==> src/include/limp_home_params.svh <==
// register offsets, field positions and reset values of the reset control
`ifndef LIMP_HOME_PARAMS_SVH
`define LIMP_HOME_PARAMS_SVH
`define ADDR_CTRL 12'h000
`define ADDR_CHAN 12'h004
`define ADDR_INCFG 12'h008
`define ADDR_STATUS 12'h00C
`define ADDR_IRQ_STAT 12'h010
`define ADDR_IRQ_MASK 12'h014
`define ADDR_DIAG 12'h018
`define CTRL_SOFT_RST 0
`define CTRL_SLEEP 1
`define CTRL_WAKE 2
`define IRQ_TER 0
`define IRQ_LIMP_IN 1
`define IRQ_LIMP_OUT 2
`define IRQ_UV 3
`define CHAN_RST 8'h00
`define INCFG_RST 4'h0
`define MASK_RST 4'h0
`define IRQ_STAT_RST 4'h1
`define DIAG_RST 8'h00
`define STD_DIAG_FRAME 32'h0000_0000
`define TER_BIT 31
`define SEL_OFF 2'h0
`define SEL_IN1 2'h1
`define SEL_IN2 2'h2
`define SEL_ON 2'h3
`endif

==> src/include/limp_home_pkg.sv <==
// types of the limp home reset control
package limp_home_pkg;
   typedef enum logic [1:0] {
      MODE_SLEEP = 2'b00,
      MODE_ACTIVE = 2'b01,
      MODE_LIMP = 2'b10
   } mode_e;
   // layout of the read-only status word
   typedef struct packed {
      logic [24:0] zero;
      logic transmission_error_flag;
      logic soft_rst;
      logic uv;
      logic fail_safe;
      logic any_rst;
      mode_e mode;
   } status_s;
endpackage : limp_home_pkg

==> src/hdl/limp_home_reset_control.sv <==
// mode, limp home and reset control behind an apb register slave
// Function
// - fail safe request high enters limp home
// - limp home routes inputs to channels 4,5
// - limp home holds channel, routing and mask registers at reset
// - fail safe request wakes device from stand-by
// - leaving limp home always goes to sleep
// - any reset: channels off except 4,5 in limp home, channel, routing and mask registers default, diagnosis kept in limp home
// - any reset sets transmission error flag
// - undervoltage reads return default frame with flag
// - undervoltage released only when all supplies good
// - soft reset bit resets channel, routing and mask registers and diagnosis
// - limp home keeps serial reads working
// - limp home ignores all serial writes
`timescale 1ns/1ns
`default_nettype none
`include "limp_home_params.svh"
module limp_home_reset_control (
   input wire logic pclk,
   input wire logic presetn,
   input wire logic psel,
   input wire logic penable,
   input wire logic pwrite,
   input wire logic [11:0] paddr,
   input wire logic [31:0] pwdata,
   output logic [31:0] prdata,
   output logic pready,
   output logic pslverr,
   input wire logic fail_safe_request,
   input wire logic in1_pin,
   input wire logic in2_pin,
   input wire logic supply_bb_ok,
   input wire logic supply_dd_ok,
   input wire logic [7:0] diag_in,
   output logic [7:0] chan_out,
   output logic irq
);
   // three-stage synchronisers for the pins
   logic [2:0] fs_sync_r;
   logic [2:0] in1_sync_r;
   logic [2:0] in2_sync_r;
   logic [2:0] bb_sync_r;
   logic [2:0] dd_sync_r;
   logic fs_r;
   logic in1_r;
   logic in2_r;
   logic bb_ok_r;
   logic dd_ok_r;
   limp_home_pkg::mode_e mode_r;
   limp_home_pkg::mode_e mode_nxt;
   limp_home_pkg::status_s status;
   logic [7:0] chan_r;
   logic [3:0] incfg_r;
   logic [3:0] irq_stat_r;
   logic [3:0] irq_mask_r;
   logic [7:0] diag_r;
   logic soft_rst_r;
   logic uv;
   logic limp;
   logic any_rst;
   logic setup;
   logic access;
   logic wr_ok;
   logic [3:0] irq_set;
   logic limp_d_r;
   logic uv_d_r;
   logic [7:0] chan_nxt;
   logic [31:0] rd_val;
   logic rd_err;
   // decoded writes and diagnosis clear
   logic wr_ctrl;
   logic wr_chan;
   logic wr_incfg;
   logic wr_stat;
   logic wr_mask;
   logic diag_clr;

   // selection of one channel source from its two-bit field
   function automatic logic route(input logic [1:0] sel, input logic a,
                                  input logic b);
      case (sel)
         `SEL_IN1: route = a;
         `SEL_IN2: route = b;
         `SEL_ON: route = 1'b1;
         default: route = 1'b0;
      endcase
   endfunction : route

   // a level change counts once stages two and three agree
   always_ff @(posedge pclk or negedge presetn) begin
      if (!presetn) begin
         fs_sync_r <= 3'h0;
         in1_sync_r <= 3'h0;
         in2_sync_r <= 3'h0;
         bb_sync_r <= 3'h0;
         dd_sync_r <= 3'h0;
      end else begin
         fs_sync_r <= {fs_sync_r[1:0], fail_safe_request};
         in1_sync_r <= {in1_sync_r[1:0], in1_pin};
         in2_sync_r <= {in2_sync_r[1:0], in2_pin};
         bb_sync_r <= {bb_sync_r[1:0], supply_bb_ok};
         dd_sync_r <= {dd_sync_r[1:0], supply_dd_ok};
      end
   end

   // filtered levels; supplies start as failed
   always_ff @(posedge pclk or negedge presetn) begin
      if (!presetn) begin
         fs_r <= 1'b0;
         in1_r <= 1'b0;
         in2_r <= 1'b0;
         bb_ok_r <= 1'b0;
         dd_ok_r <= 1'b0;
      end else begin
         if (fs_sync_r[1] == fs_sync_r[2]) fs_r <= fs_sync_r[2];
         if (in1_sync_r[1] == in1_sync_r[2]) in1_r <= in1_sync_r[2];
         if (in2_sync_r[1] == in2_sync_r[2]) in2_r <= in2_sync_r[2];
         if (bb_sync_r[1] == bb_sync_r[2]) bb_ok_r <= bb_sync_r[2];
         if (dd_sync_r[1] == dd_sync_r[2]) dd_ok_r <= dd_sync_r[2];
      end
   end

   // reset sources
   assign uv = !(bb_ok_r && dd_ok_r);
   assign limp = (mode_r == limp_home_pkg::MODE_LIMP);
   assign any_rst = uv || soft_rst_r || limp;
   assign diag_clr = uv || soft_rst_r;

   // apb phases; writes refused under limp home or undervoltage
   assign setup = psel && !penable;
   assign access = psel && penable;
   assign wr_ok = access && pwrite && !limp && !uv;

   // accepted writes per register
   assign wr_ctrl = wr_ok && (paddr == `ADDR_CTRL);
   assign wr_chan = wr_ok && (paddr == `ADDR_CHAN);
   assign wr_incfg = wr_ok && (paddr == `ADDR_INCFG);
   assign wr_stat = wr_ok && (paddr == `ADDR_IRQ_STAT);
   assign wr_mask = wr_ok && (paddr == `ADDR_IRQ_MASK);

   // mode sequencing
   always_comb begin
      mode_nxt = mode_r;
      case (mode_r)
         limp_home_pkg::MODE_SLEEP: begin
            if (fs_r) mode_nxt = limp_home_pkg::MODE_LIMP;
            else if (wr_ctrl && pwdata[`CTRL_WAKE])
               mode_nxt = limp_home_pkg::MODE_ACTIVE;
         end
         limp_home_pkg::MODE_ACTIVE: begin
            if (fs_r) mode_nxt = limp_home_pkg::MODE_LIMP;
            else if (wr_ctrl && pwdata[`CTRL_SLEEP])
               mode_nxt = limp_home_pkg::MODE_SLEEP;
         end
         limp_home_pkg::MODE_LIMP: begin
            if (!fs_r) mode_nxt = limp_home_pkg::MODE_SLEEP;
         end
         default: mode_nxt = limp_home_pkg::MODE_SLEEP;
      endcase
   end

   // mode register
   always_ff @(posedge pclk or negedge presetn) begin
      if (!presetn) mode_r <= limp_home_pkg::MODE_SLEEP;
      else mode_r <= mode_nxt;
   end

   // soft reset is a one-cycle pulse from the command bit
   always_ff @(posedge pclk or negedge presetn) begin
      if (!presetn) soft_rst_r <= 1'b0;
      else soft_rst_r <= wr_ctrl &&
                         pwdata[`CTRL_SOFT_RST];
   end

   // channel enable register
   always_ff @(posedge pclk or negedge presetn) begin
      if (!presetn) chan_r <= `CHAN_RST;
      else if (any_rst) chan_r <= `CHAN_RST;
      else if (wr_chan) chan_r <= pwdata[7:0];
   end

   // input routing for channels 4 and 5
   always_ff @(posedge pclk or negedge presetn) begin
      if (!presetn) incfg_r <= `INCFG_RST;
      else if (any_rst) incfg_r <= `INCFG_RST;
      else if (wr_incfg) incfg_r <= pwdata[3:0];
   end

   // interrupt mask
   always_ff @(posedge pclk or negedge presetn) begin
      if (!presetn) irq_mask_r <= `MASK_RST;
      else if (any_rst) irq_mask_r <= `MASK_RST;
      else if (wr_mask) irq_mask_r <= pwdata[3:0];
   end

   // diagnosis flags, sticky; kept through limp home for reads
   always_ff @(posedge pclk or negedge presetn) begin
      if (!presetn) diag_r <= `DIAG_RST;
      else if (diag_clr) diag_r <= `DIAG_RST;
      else diag_r <= diag_r | diag_in;
   end

   // edge history for event flags
   always_ff @(posedge pclk or negedge presetn) begin
      if (!presetn) begin
         limp_d_r <= 1'b0;
         uv_d_r <= 1'b0;
      end else begin
         limp_d_r <= limp;
         uv_d_r <= uv;
      end
   end

   // events; the error flag is set while any reset holds
   always_comb begin
      irq_set = 4'h0;
      irq_set[`IRQ_TER] = any_rst;
      irq_set[`IRQ_LIMP_IN] = limp && !limp_d_r;
      irq_set[`IRQ_LIMP_OUT] = !limp && limp_d_r;
      irq_set[`IRQ_UV] = uv && !uv_d_r;
   end

   // sticky status, write one to clear, set wins
   always_ff @(posedge pclk or negedge presetn) begin
      if (!presetn) irq_stat_r <= `IRQ_STAT_RST;
      else if (wr_stat)
         irq_stat_r <= (irq_stat_r & ~pwdata[3:0]) | irq_set;
      else irq_stat_r <= irq_stat_r | irq_set;
   end

   // level interrupt
   always_ff @(posedge pclk or negedge presetn) begin
      if (!presetn) irq <= 1'b0;
      else irq <= |(irq_stat_r & irq_mask_r);
   end

   // channel drive per mode
   always_comb begin
      chan_nxt = 8'h00;
      if (limp) begin
         chan_nxt[4] = in1_r;
         chan_nxt[5] = in2_r;
      end else if (!any_rst && mode_r == limp_home_pkg::MODE_ACTIVE) begin
         chan_nxt = chan_r;
         chan_nxt[4] = route(incfg_r[1:0], in1_r, in2_r);
         chan_nxt[5] = route(incfg_r[3:2], in1_r, in2_r);
      end
   end

   // registered channel outputs, off on undervoltage or soft reset except channels 4,5 in limp home
   always_ff @(posedge pclk or negedge presetn) begin
      if (!presetn) chan_out <= 8'h00;
      else chan_out <= chan_nxt;
   end

   // status word
   always_comb begin
      status = '0;
      status.mode = mode_r;
      status.any_rst = any_rst;
      status.fail_safe = fs_r;
      status.uv = uv;
      status.soft_rst = soft_rst_r;
      status.transmission_error_flag = irq_stat_r[`IRQ_TER];
   end

   // read decode; reads stay open in limp home
   always_comb begin
      rd_val = 32'h0000_0000;
      rd_err = 1'b0;
      case (paddr)
         `ADDR_CTRL: rd_val = 32'h0000_0000;
         `ADDR_CHAN: rd_val = {24'h000000, chan_r};
         `ADDR_INCFG: rd_val = {28'h0000000, incfg_r};
         `ADDR_STATUS: rd_val = status;
         `ADDR_IRQ_STAT: rd_val = {28'h0000000, irq_stat_r};
         `ADDR_IRQ_MASK: rd_val = {28'h0000000, irq_mask_r};
         `ADDR_DIAG: rd_val = {24'h000000, diag_r};
         default: rd_err = 1'b1;
      endcase
      if (uv) begin
         rd_val = `STD_DIAG_FRAME;
         rd_val[`TER_BIT] = 1'b1;
      end
   end

   // read data and error captured in the setup phase
   always_ff @(posedge pclk or negedge presetn) begin
      if (!presetn) begin
         prdata <= 32'h0000_0000;
         pslverr <= 1'b0;
      end else if (setup) begin
         prdata <= pwrite ? 32'h0000_0000 : rd_val;
         pslverr <= rd_err;
      end
   end

   // one wait-free access phase
   assign pready = access;
endmodule : limp_home_reset_control
`default_nettype wire

==> config.mk <==
export PLATFORM = sky130hd
export DESIGN_NAME = limp_home_reset_control
export DESIGN_NICKNAME = d
export VERILOG_FILES = /design/src/include/limp_home_pkg.sv /design/src/hdl/limp_home_reset_control.sv
export VERILOG_INCLUDE_DIRS = /design/src /design/src/include
export SDC_FILE = /design/constraint.sdc
export NUM_CORES = 1
export LEC_CHECK = 0
export ABC_AREA = 1
export BUFFER_PORTS_ARGS = -buffer_cell sky130_fd_sc_hd__buf_2
export CAP_MARGIN = 0
export CORE_ASPECT_RATIO = 1.25
export CORE_UTILIZATION = 51
export DETAILED_ROUTE_END_ITERATION = 10
export PLACE_DENSITY = 0.8
export RECOVER_POWER = 50
export SLEW_MARGIN = 20
export SYNTH_ARGS = -nofsm -noshare
export SYNTH_HDL_FRONTEND = slang
export SYNTH_SLANG_ARGS = --single-unit
==> constraint.sdc <==
create_clock -name pclk -period 1.83 [get_ports pclk]
set_clock_uncertainty 0.1 [all_clocks]
set_input_delay 0.0915 -clock pclk [delete_from_list [all_inputs] [get_ports pclk]]
set_output_delay 0.0915 -clock pclk [all_outputs]
set_load 0.02 [all_outputs]
After elaboration in Yosys (flattened, before gate mapping)

Cells that the tools add are included.

Output and inout bits: 43
Flip-flop bits (word level): 95
Input bits: 62

Reduce and logical (&&, ||, !) cells: 34
Bitwise gates (word level): 6
Equality and inequality tests: 22
Muxes and demuxes: 24

Operators by type and width:

| cell                  | count |
|---|---|
| $mux W32              | 2 |
| $pmux W8 S6           | 1 |
| $eq A12 B5 Y1 const B | 3 |
| $mux W8               | 4 |
| $eq A12 B4 Y1 const B | 2 |
| $mux W4               | 6 |
| $logic_and A1 B1 Y1   | 18 |
| $mux W2               | 7 |
| $eq A12 B3 Y1 const B | 1 |
| $logic_not A12 Y1     | 1 |
| $eq A2 B2 Y1 const B  | 5 |
| $and A4 B4 Y4         | 2 |
| $or A4 B4 Y4          | 2 |
| $or A8 B8 Y8          | 1 |
| $reduce_or A7 Y1      | 1 |
| $eq A2 B1 Y1 const B  | 3 |
| $logic_not A1 Y1      | 6 |
| $ne A3 B3 Y1 const B  | 2 |
| $pmux W1 S3           | 2 |
| $pmux W2 S3           | 1 |
| $reduce_bool A2 Y1    | 3 |
| $eq A1 B1 Y1          | 5 |
| $not A4 Y4            | 1 |
| $reduce_or A4 Y1      | 1 |
| other kinds (5)       | 6 |

Depth between registers and ports, before layout

Word-level depth: 9
Mapped depth: 11

Worst setup path after synthesis

OpenSTA, ideal clock, no wires.

Path type: reg2reg
Start: reg mode_r[1]
End: reg chan_r[4]
Library setup time: 116 ps
Data arrival time: 1171 ps
Path slack: 442 ps
Cell stages (with the launch flop): 11
Period minus slack after synthesis: 1388 ps
Cell sequence: dfrtp_1 nand2_4 nand3_2 nor2_4 inv_2 nor2_4 inv_2 nand2_4 inv_2 nand2_1 nand2_1

Longest elaborated chain between the ends: 6
Elaborated cells on any way between the ends: 8
Those cells by class: eq/ne: 1; mux: 1; reduce/logical: 6

Ends and longest elaborated chain:

| item                                | RTL line                       | RTL |
|---|---|---|
| start, declared                     | limp_home_reset_control.sv:49  | `limp_home_pkg::mode_e mode_r;` |
| start signal, assigned              | limp_home_reset_control.sv:164 | `if (!presetn) mode_r <= limp_home_pkg::MODE_SLEEP;` |
| start signal, assigned              | limp_home_reset_control.sv:165 | `else mode_r <= mode_nxt;` |
| $eq A2 B2 Y1 (*)                    | limp_home_reset_control.sv:125 | `assign limp = (mode_r == limp_home_pkg::MODE_LIMP);` |
| $logic_not A1 Y1                    | limp_home_reset_control.sv:132 | `assign wr_ok = access && pwrite && !limp && !uv;` |
| $logic_and A1 B1 Y1 (2 in series)   | limp_home_reset_control.sv:132 |  |
| $logic_and A1 B1 Y1                 | limp_home_reset_control.sv:136 | `` assign wr_chan = wr_ok && (paddr == `ADDR_CHAN); `` |
| $reduce_bool A2 Y1 (no source line) | n/a                            |  |
| end signal, assigned                | limp_home_reset_control.sv:177 | `` if (!presetn) chan_r <= `CHAN_RST; `` |
| end signal, assigned                | limp_home_reset_control.sv:178 | `` else if (any_rst) chan_r <= `CHAN_RST; `` |
| end signal, assigned                | limp_home_reset_control.sv:179 | `else if (wr_chan) chan_r <= pwdata[7:0];` |
| end, declared                       | limp_home_reset_control.sv:52  | `logic [7:0] chan_r;` |

Every way passes the cells marked *; elsewhere a longest branch is shown, timed or not.
A chain may end at the register's enable or synchronous reset.

Worst setup path after layout

Start: reg dd_ok_r
End: reg prdata[4]

Longest elaborated chain between the ends: 5

Ends and longest elaborated chain:

| item                   | RTL line                       | RTL |
|---|---|---|
| start, declared        | limp_home_reset_control.sv:48  | `logic dd_ok_r;` |
| start signal, assigned | limp_home_reset_control.sv:119 | `if (dd_sync_r[1] == dd_sync_r[2]) dd_ok_r <= dd_sync_r[2];` |
| $logic_and A1 B1 Y1    | limp_home_reset_control.sv:124 | `assign uv = !(bb_ok_r && dd_ok_r);` |
| $logic_not A1 Y1       | limp_home_reset_control.sv:124 |  |
| named net uv           | limp_home_reset_control.sv:58  | `logic uv;` |
| $pmux W8 S6            | limp_home_reset_control.sv:271 | `case (paddr)` |
| $mux W32               | limp_home_reset_control.sv:281 | `if (uv) begin` |
| $mux W32               | limp_home_reset_control.sv:293 | `prdata <= pwrite ? 32'h0000_0000 : rd_val;` |
| end signal, assigned   | limp_home_reset_control.sv:293 |  |
| end, declared          | limp_home_reset_control.sv:26  | `output logic [31:0] prdata,` |

The timed path passes the listed nets, and every way through them passes these cells.

==> PnR_summary.wiki <==
{| class="wikitable"
! Metric !! Value
|-
| Outcome || finished clean
|-
| Number of standard cells in the final layout excluding fillers || 558
|-
| Maximum buffer depth of the clock tree || 2
|-
| Minimum setup slack in the final design || approximately 0.20 ns
|-
| Skew-Pair Late Insertion Delay || about 0.35 ns
|-
| Number of synthesized register bits || 72
|-
| Drt total wl || 7274 µm
|-
| Portion of the clock cycle consumed by the worst path in the final layout || 0.8923
|-
| Slew Limit Fails || 0
|-
| Maxcap violations || 0
|-
| Clock Tree Root || sky130_fd_sc_hd__clkbuf_8
|-
| Aggregate global-route resource usage || 0.2475
|-
| Pin count of the biggest net entering global routing || 73
|-
| H-tree lvl count || 3
|-
| Maximum frequency from static timing analysis || roughly 610 MHz
|-
| First-pass GRT wire length || around 12000 µm
|-
| Number of routed nets with antenna violations || 0
|-
| Cell variety after synth || 24
|-
| Number of warnings issued by yosys || 0
|-
| Endpoints failing hold || 0
|-
| Number of resized instances in the post-cts repair step || 0
|-
| Placer congestion estimate || approximately 0.87
|-
| I/O pins || roughly 110
|-
| Synthesized cell area || roughly 0.0033 mm²
|-
| Biggest cell delay along the critical path || approximately 0.57 ns
|-
| Fraction of synthesized cell area taken by the top area cell type || 0.5361
|-
| Clock buffers created by TritonCTS || 9
|-
| Horizontal die dimension || 74.11 µm
|-
| Headroom to the max-slew limit || 0.3881
|-
| Internal cell power || 2.674 mW
|-
| Pwr Total || around 3.5 mW
|-
| Placed cell count || 520
|-
| Clock tree from TritonCTS || built
|-
| Worst setup path category || register to register
|-
| Clock Pin Slew Worst Setup and Hold Paths || roughly 0.07 ns
|-
| Clock share of power || 0.419
|-
| Fraction of the yosys area taken by sequential cells || 0.5440
|-
| Finish-stage setup viols || 0
|-
| DRC errors left || 0
|-
| Area after detailed placement || about 0.0036 mm²
|-
| Required time at the worst-slack endpoint || 2.03 ns
|-
| Most frequent cell on the critical path || sky130_fd_sc_hd__nand3_1
|-
| Worst endpoint data arrival time || 1.83 ns
|-
| Count of mapped cells out of synthesis || roughly 380
|-
| Critical Path Start Type || register
|-
| Worst Hold Class || input pin to register
|-
| PD cells || about 860 mW/mm²
|-
| Number of nets in the layout || 530
|-
| Net switching power of the design || 0.8443 mW
|-
| Clk sinks || slightly above 70
|-
| Switching share of power || 0.2400
|-
| Hpwl dp || 5221 µm
|-
| Largest fanout of any net on the critical path || 6
|-
| Cells along the critical path || nand2_2, nand3_1, nand3_1, nand4_1, dlygate4sd3_1, nand2_1
|-
| Diode insertion count for antenna repair || 0
|-
| RSZ-0062 raised after global routing || no
|-
| Count of vias placed by the detailed router || approximately 2700
|-
| Sequential share of power || 0.483
|-
| Vias in the first global route || ~2800
|-
| Length of the first detailed-routing pass in iterations || 4
|-
| Area enclosed by the die boundary || a little under 0.007 mm²
|-
| Initial cell density of the core || 0.5341
|-
| Leakage power total || 2.135 nW
|-
| Top cell family by delay on the critical path || buffers and inverters
|-
| Mean number of vias per cell || 4.900
|-
| Slowest stage cell, crit path || sky130_fd_sc_hd__dlygate4sd3_1
|-
| Final Instance Area || 0.004071 mm²
|-
| Share of layout cells above drive strength 1 || 0.2199
|-
| Final hold slack || ~0.014 ns
|-
| Area delta synth->final || 22.84%
|-
| Critical path buffer and inverter count || 1
|-
| Worst Setup Slack post-DPL || between 0.2 and 0.3 ns
|-
| Endpoint type of the worst setup path || register
|-
| Port buffer count || 57
|-
| Peak VDD IR || 0.6322 mV
|-
| Worst-margin pin slew || ~0.9 ns
|-
| Count of standard-cell rows || 32
|-
| Post-Route Utilization || 0.6560
|-
| Aggregate global routing overflow || 0
|-
| Biggest area consumer among synthesized cells || sky130_fd_sc_hd__dfrtp_1
|-
| Die span in y || approximately 92 µm
|-
| Per-instance average area after synthesis || about 9 µm²
|-
| Final min period || around 1.6 ns
|-
| Number of violations reported at the end of detailed-routing iteration 0 || roughly 110
|-
| Sum Neg Setup Slack || 0 ns
|-
| Combinational Power Share || 0.098
|-
| Number of antenna violations at the first check in global routing || 0
|-
| Post-detailed-route wirelength per cell || 13.04 µm
|-
| Floorplan core area || approximately 0.0062 mm²
|-
| Dominant cells by area after synthesis || sky130_fd_sc_hd__dfrtp_1 (54%), sky130_fd_sc_hd__nand2_1 (9.9%), sky130_fd_sc_hd__buf_4 (5.7%), sky130_fd_sc_hd__nor2_1 (5.4%), sky130_fd_sc_hd__nand3_1 (5.1%)
|}
==> cell families (layout without fill, tap and decap cells) <==
group                    after synthesis  in the layout  share of synthesized area
flip-flops                            72             72                     0.5440
AO/OA/AOI/OAI                         33             33                    0.05549
buffers and inverters                 71            143                     0.1110
AND/OR/NAND/NOR                      197            197                     0.2733
adder cells (fa/ha/maj)                5              5                    0.01510
other                                  1             23                   0.001131
==> synth_stat cells <==
cell and n:
sky130_fd_sc_hd__nand2_1 87, sky130_fd_sc_hd__dfrtp_1 71, sky130_fd_sc_hd__nor2_1 48, sky130_fd_sc_hd__inv_1 36, sky130_fd_sc_hd__nand3_1 34, sky130_fd_sc_hd__buf_4 25, sky130_fd_sc_hd__o21ai_0 21, sky130_fd_sc_hd__nand4_1 11
sky130_fd_sc_hd__inv_2 7, sky130_fd_sc_hd__o21ai_1 7, sky130_fd_sc_hd__maj3_1 5, sky130_fd_sc_hd__nand2_4 5, sky130_fd_sc_hd__nor2_4 5, sky130_fd_sc_hd__nand2_2 3, sky130_fd_sc_hd__nor2_2 3, sky130_fd_sc_hd__a21oi_1 2
sky130_fd_sc_hd__o21ai_2 2, sky130_fd_sc_hd__buf_6 1, sky130_fd_sc_hd__clkbuf_1 1, sky130_fd_sc_hd__clkinv_1 1, sky130_fd_sc_hd__conb_1 1, sky130_fd_sc_hd__dfstp_2 1, sky130_fd_sc_hd__nand3_2 1, sky130_fd_sc_hd__o21ai_4 1
==> state kept, by name, summed over array words and instances (netlist names) <==
signal and flops:
bb_ok_r 1, bb_sync_r 3, chan_out 8, chan_r 8
dd_ok_r 1, dd_sync_r 3, diag_r 8, fs_r 1
fs_sync_r 3, in1_r 1, in1_sync_r 3, in2_r 1
in2_sync_r 3, incfg_r 4, irq 1, irq_mask_r 4
irq_stat_r 4, limp_d_r 1, mode_r 2, prdata 9
pslverr 1, soft_rst_r 1, uv_d_r 1
==> worst register-to-register path: cells and delay by family (launching register included) <==
family / cells / cell delay, ns
AND/OR/NAND/NOR: 5 / 0.51
buffers and inverters: 1 / 0.57
flip-flops: 1 / 0.40
==> repair_timing <==
item / in CTS / in global routing
hold buffers: 22 / 0
setup buffers: 0 / 0
endpoints found under the hold margin: 96 / 0
setup endpoints to repair: 0 / 0
==> worst paths after layout <==
check | startpoint | end | slack, ns | depth (start not counted)
min | pwdata[3] | irq_stat_r[3] | 0.01 | 4
min in group asynchronous | presetn | prdata[5] | 0.42 | 3
max | dd_ok_r | prdata[4] | 0.20 | 6
max in group asynchronous | presetn | chan_r[0] | 0.63 | 3
max reg2reg | dd_ok_r | prdata[4] | 0.20 | 6
min reg2reg | fs_sync_r[0] | fs_sync_r[1] | 0.25 | 0
==> metal layers <==
layer	GRT usage	routed length, µm
met1	0.2999	3118
met2	0.3871	3608
met3	0.06044	279
met4	0.1571	268
met5	0	0
==> power by group through the flow <==
stage	registers [mW]	clock network, mW	logic [mW]
global route	1.71	1.57	0.386
finish	1.70	1.47	0.344
CTS	1.70	1.51	0.349
floorplan	1.74	0	0.204
detailed placement	1.73	0	0.314
global placement	1.73	0	0.304
==> area by class of cell <==
| class | instances | area (µm²) |
|---|---|---|
| Clock buffer | 10 | 127.6 |
| Clock inverter | 6 | 107.6 |
| Fill cell | 514 | 2135 |
| Inverter | 44 | 165.2 |
| Multi-Input combinational cell | 258 | 1226 |
| Sequential cell | 72 | 1803 |
| Tap cell | 85 | 106.4 |
| Timing Repair Buffer | 83 | 535.5 |
==> cells in the final DEF, fill, tap and decap left out <==
master / netlist / layout
sky130_fd_sc_hd__o21ai_1: 7 / 7
sky130_fd_sc_hd__clkbuf_8: 0 / 9
sky130_fd_sc_hd__clkbuf_4: 0 / 1
sky130_fd_sc_hd__maj3_1: 5 / 5
sky130_fd_sc_hd__nand4_1: 11 / 11
sky130_fd_sc_hd__clkinvlp_4: 0 / 1
sky130_fd_sc_hd__nor2_1: 48 / 48
sky130_fd_sc_hd__clkinv_2: 0 / 2
sky130_fd_sc_hd__dfrtp_1: 71 / 71
sky130_fd_sc_hd__nand2_2: 3 / 3
sky130_fd_sc_hd__clkbuf_1: 1 / 1
sky130_fd_sc_hd__a21oi_1: 2 / 2
sky130_fd_sc_hd__nand3_1: 34 / 34
sky130_fd_sc_hd__nand2_4: 5 / 5
sky130_fd_sc_hd__bufinv_16: 0 / 3
sky130_fd_sc_hd__dlygate4sd3_1: 0 / 22
sky130_fd_sc_hd__o21ai_0: 21 / 21
sky130_fd_sc_hd__conb_1: 1 / 23
sky130_fd_sc_hd__buf_2: 0 / 57
sky130_fd_sc_hd__clkinv_1: 1 / 1
sky130_fd_sc_hd__o21ai_2: 2 / 2
sky130_fd_sc_hd__buf_4: 25 / 3
sky130_fd_sc_hd__dfstp_2: 1 / 1
sky130_fd_sc_hd__inv_1: 36 / 36
sky130_fd_sc_hd__nor2_4: 5 / 5
sky130_fd_sc_hd__nand3_2: 1 / 1
sky130_fd_sc_hd__o21ai_4: 1 / 1
sky130_fd_sc_hd__inv_2: 7 / 7
sky130_fd_sc_hd__nand2_1: 87 / 87
sky130_fd_sc_hd__nor2_2: 3 / 3
No activity file was read; power rests on OpenSTA's default activity.
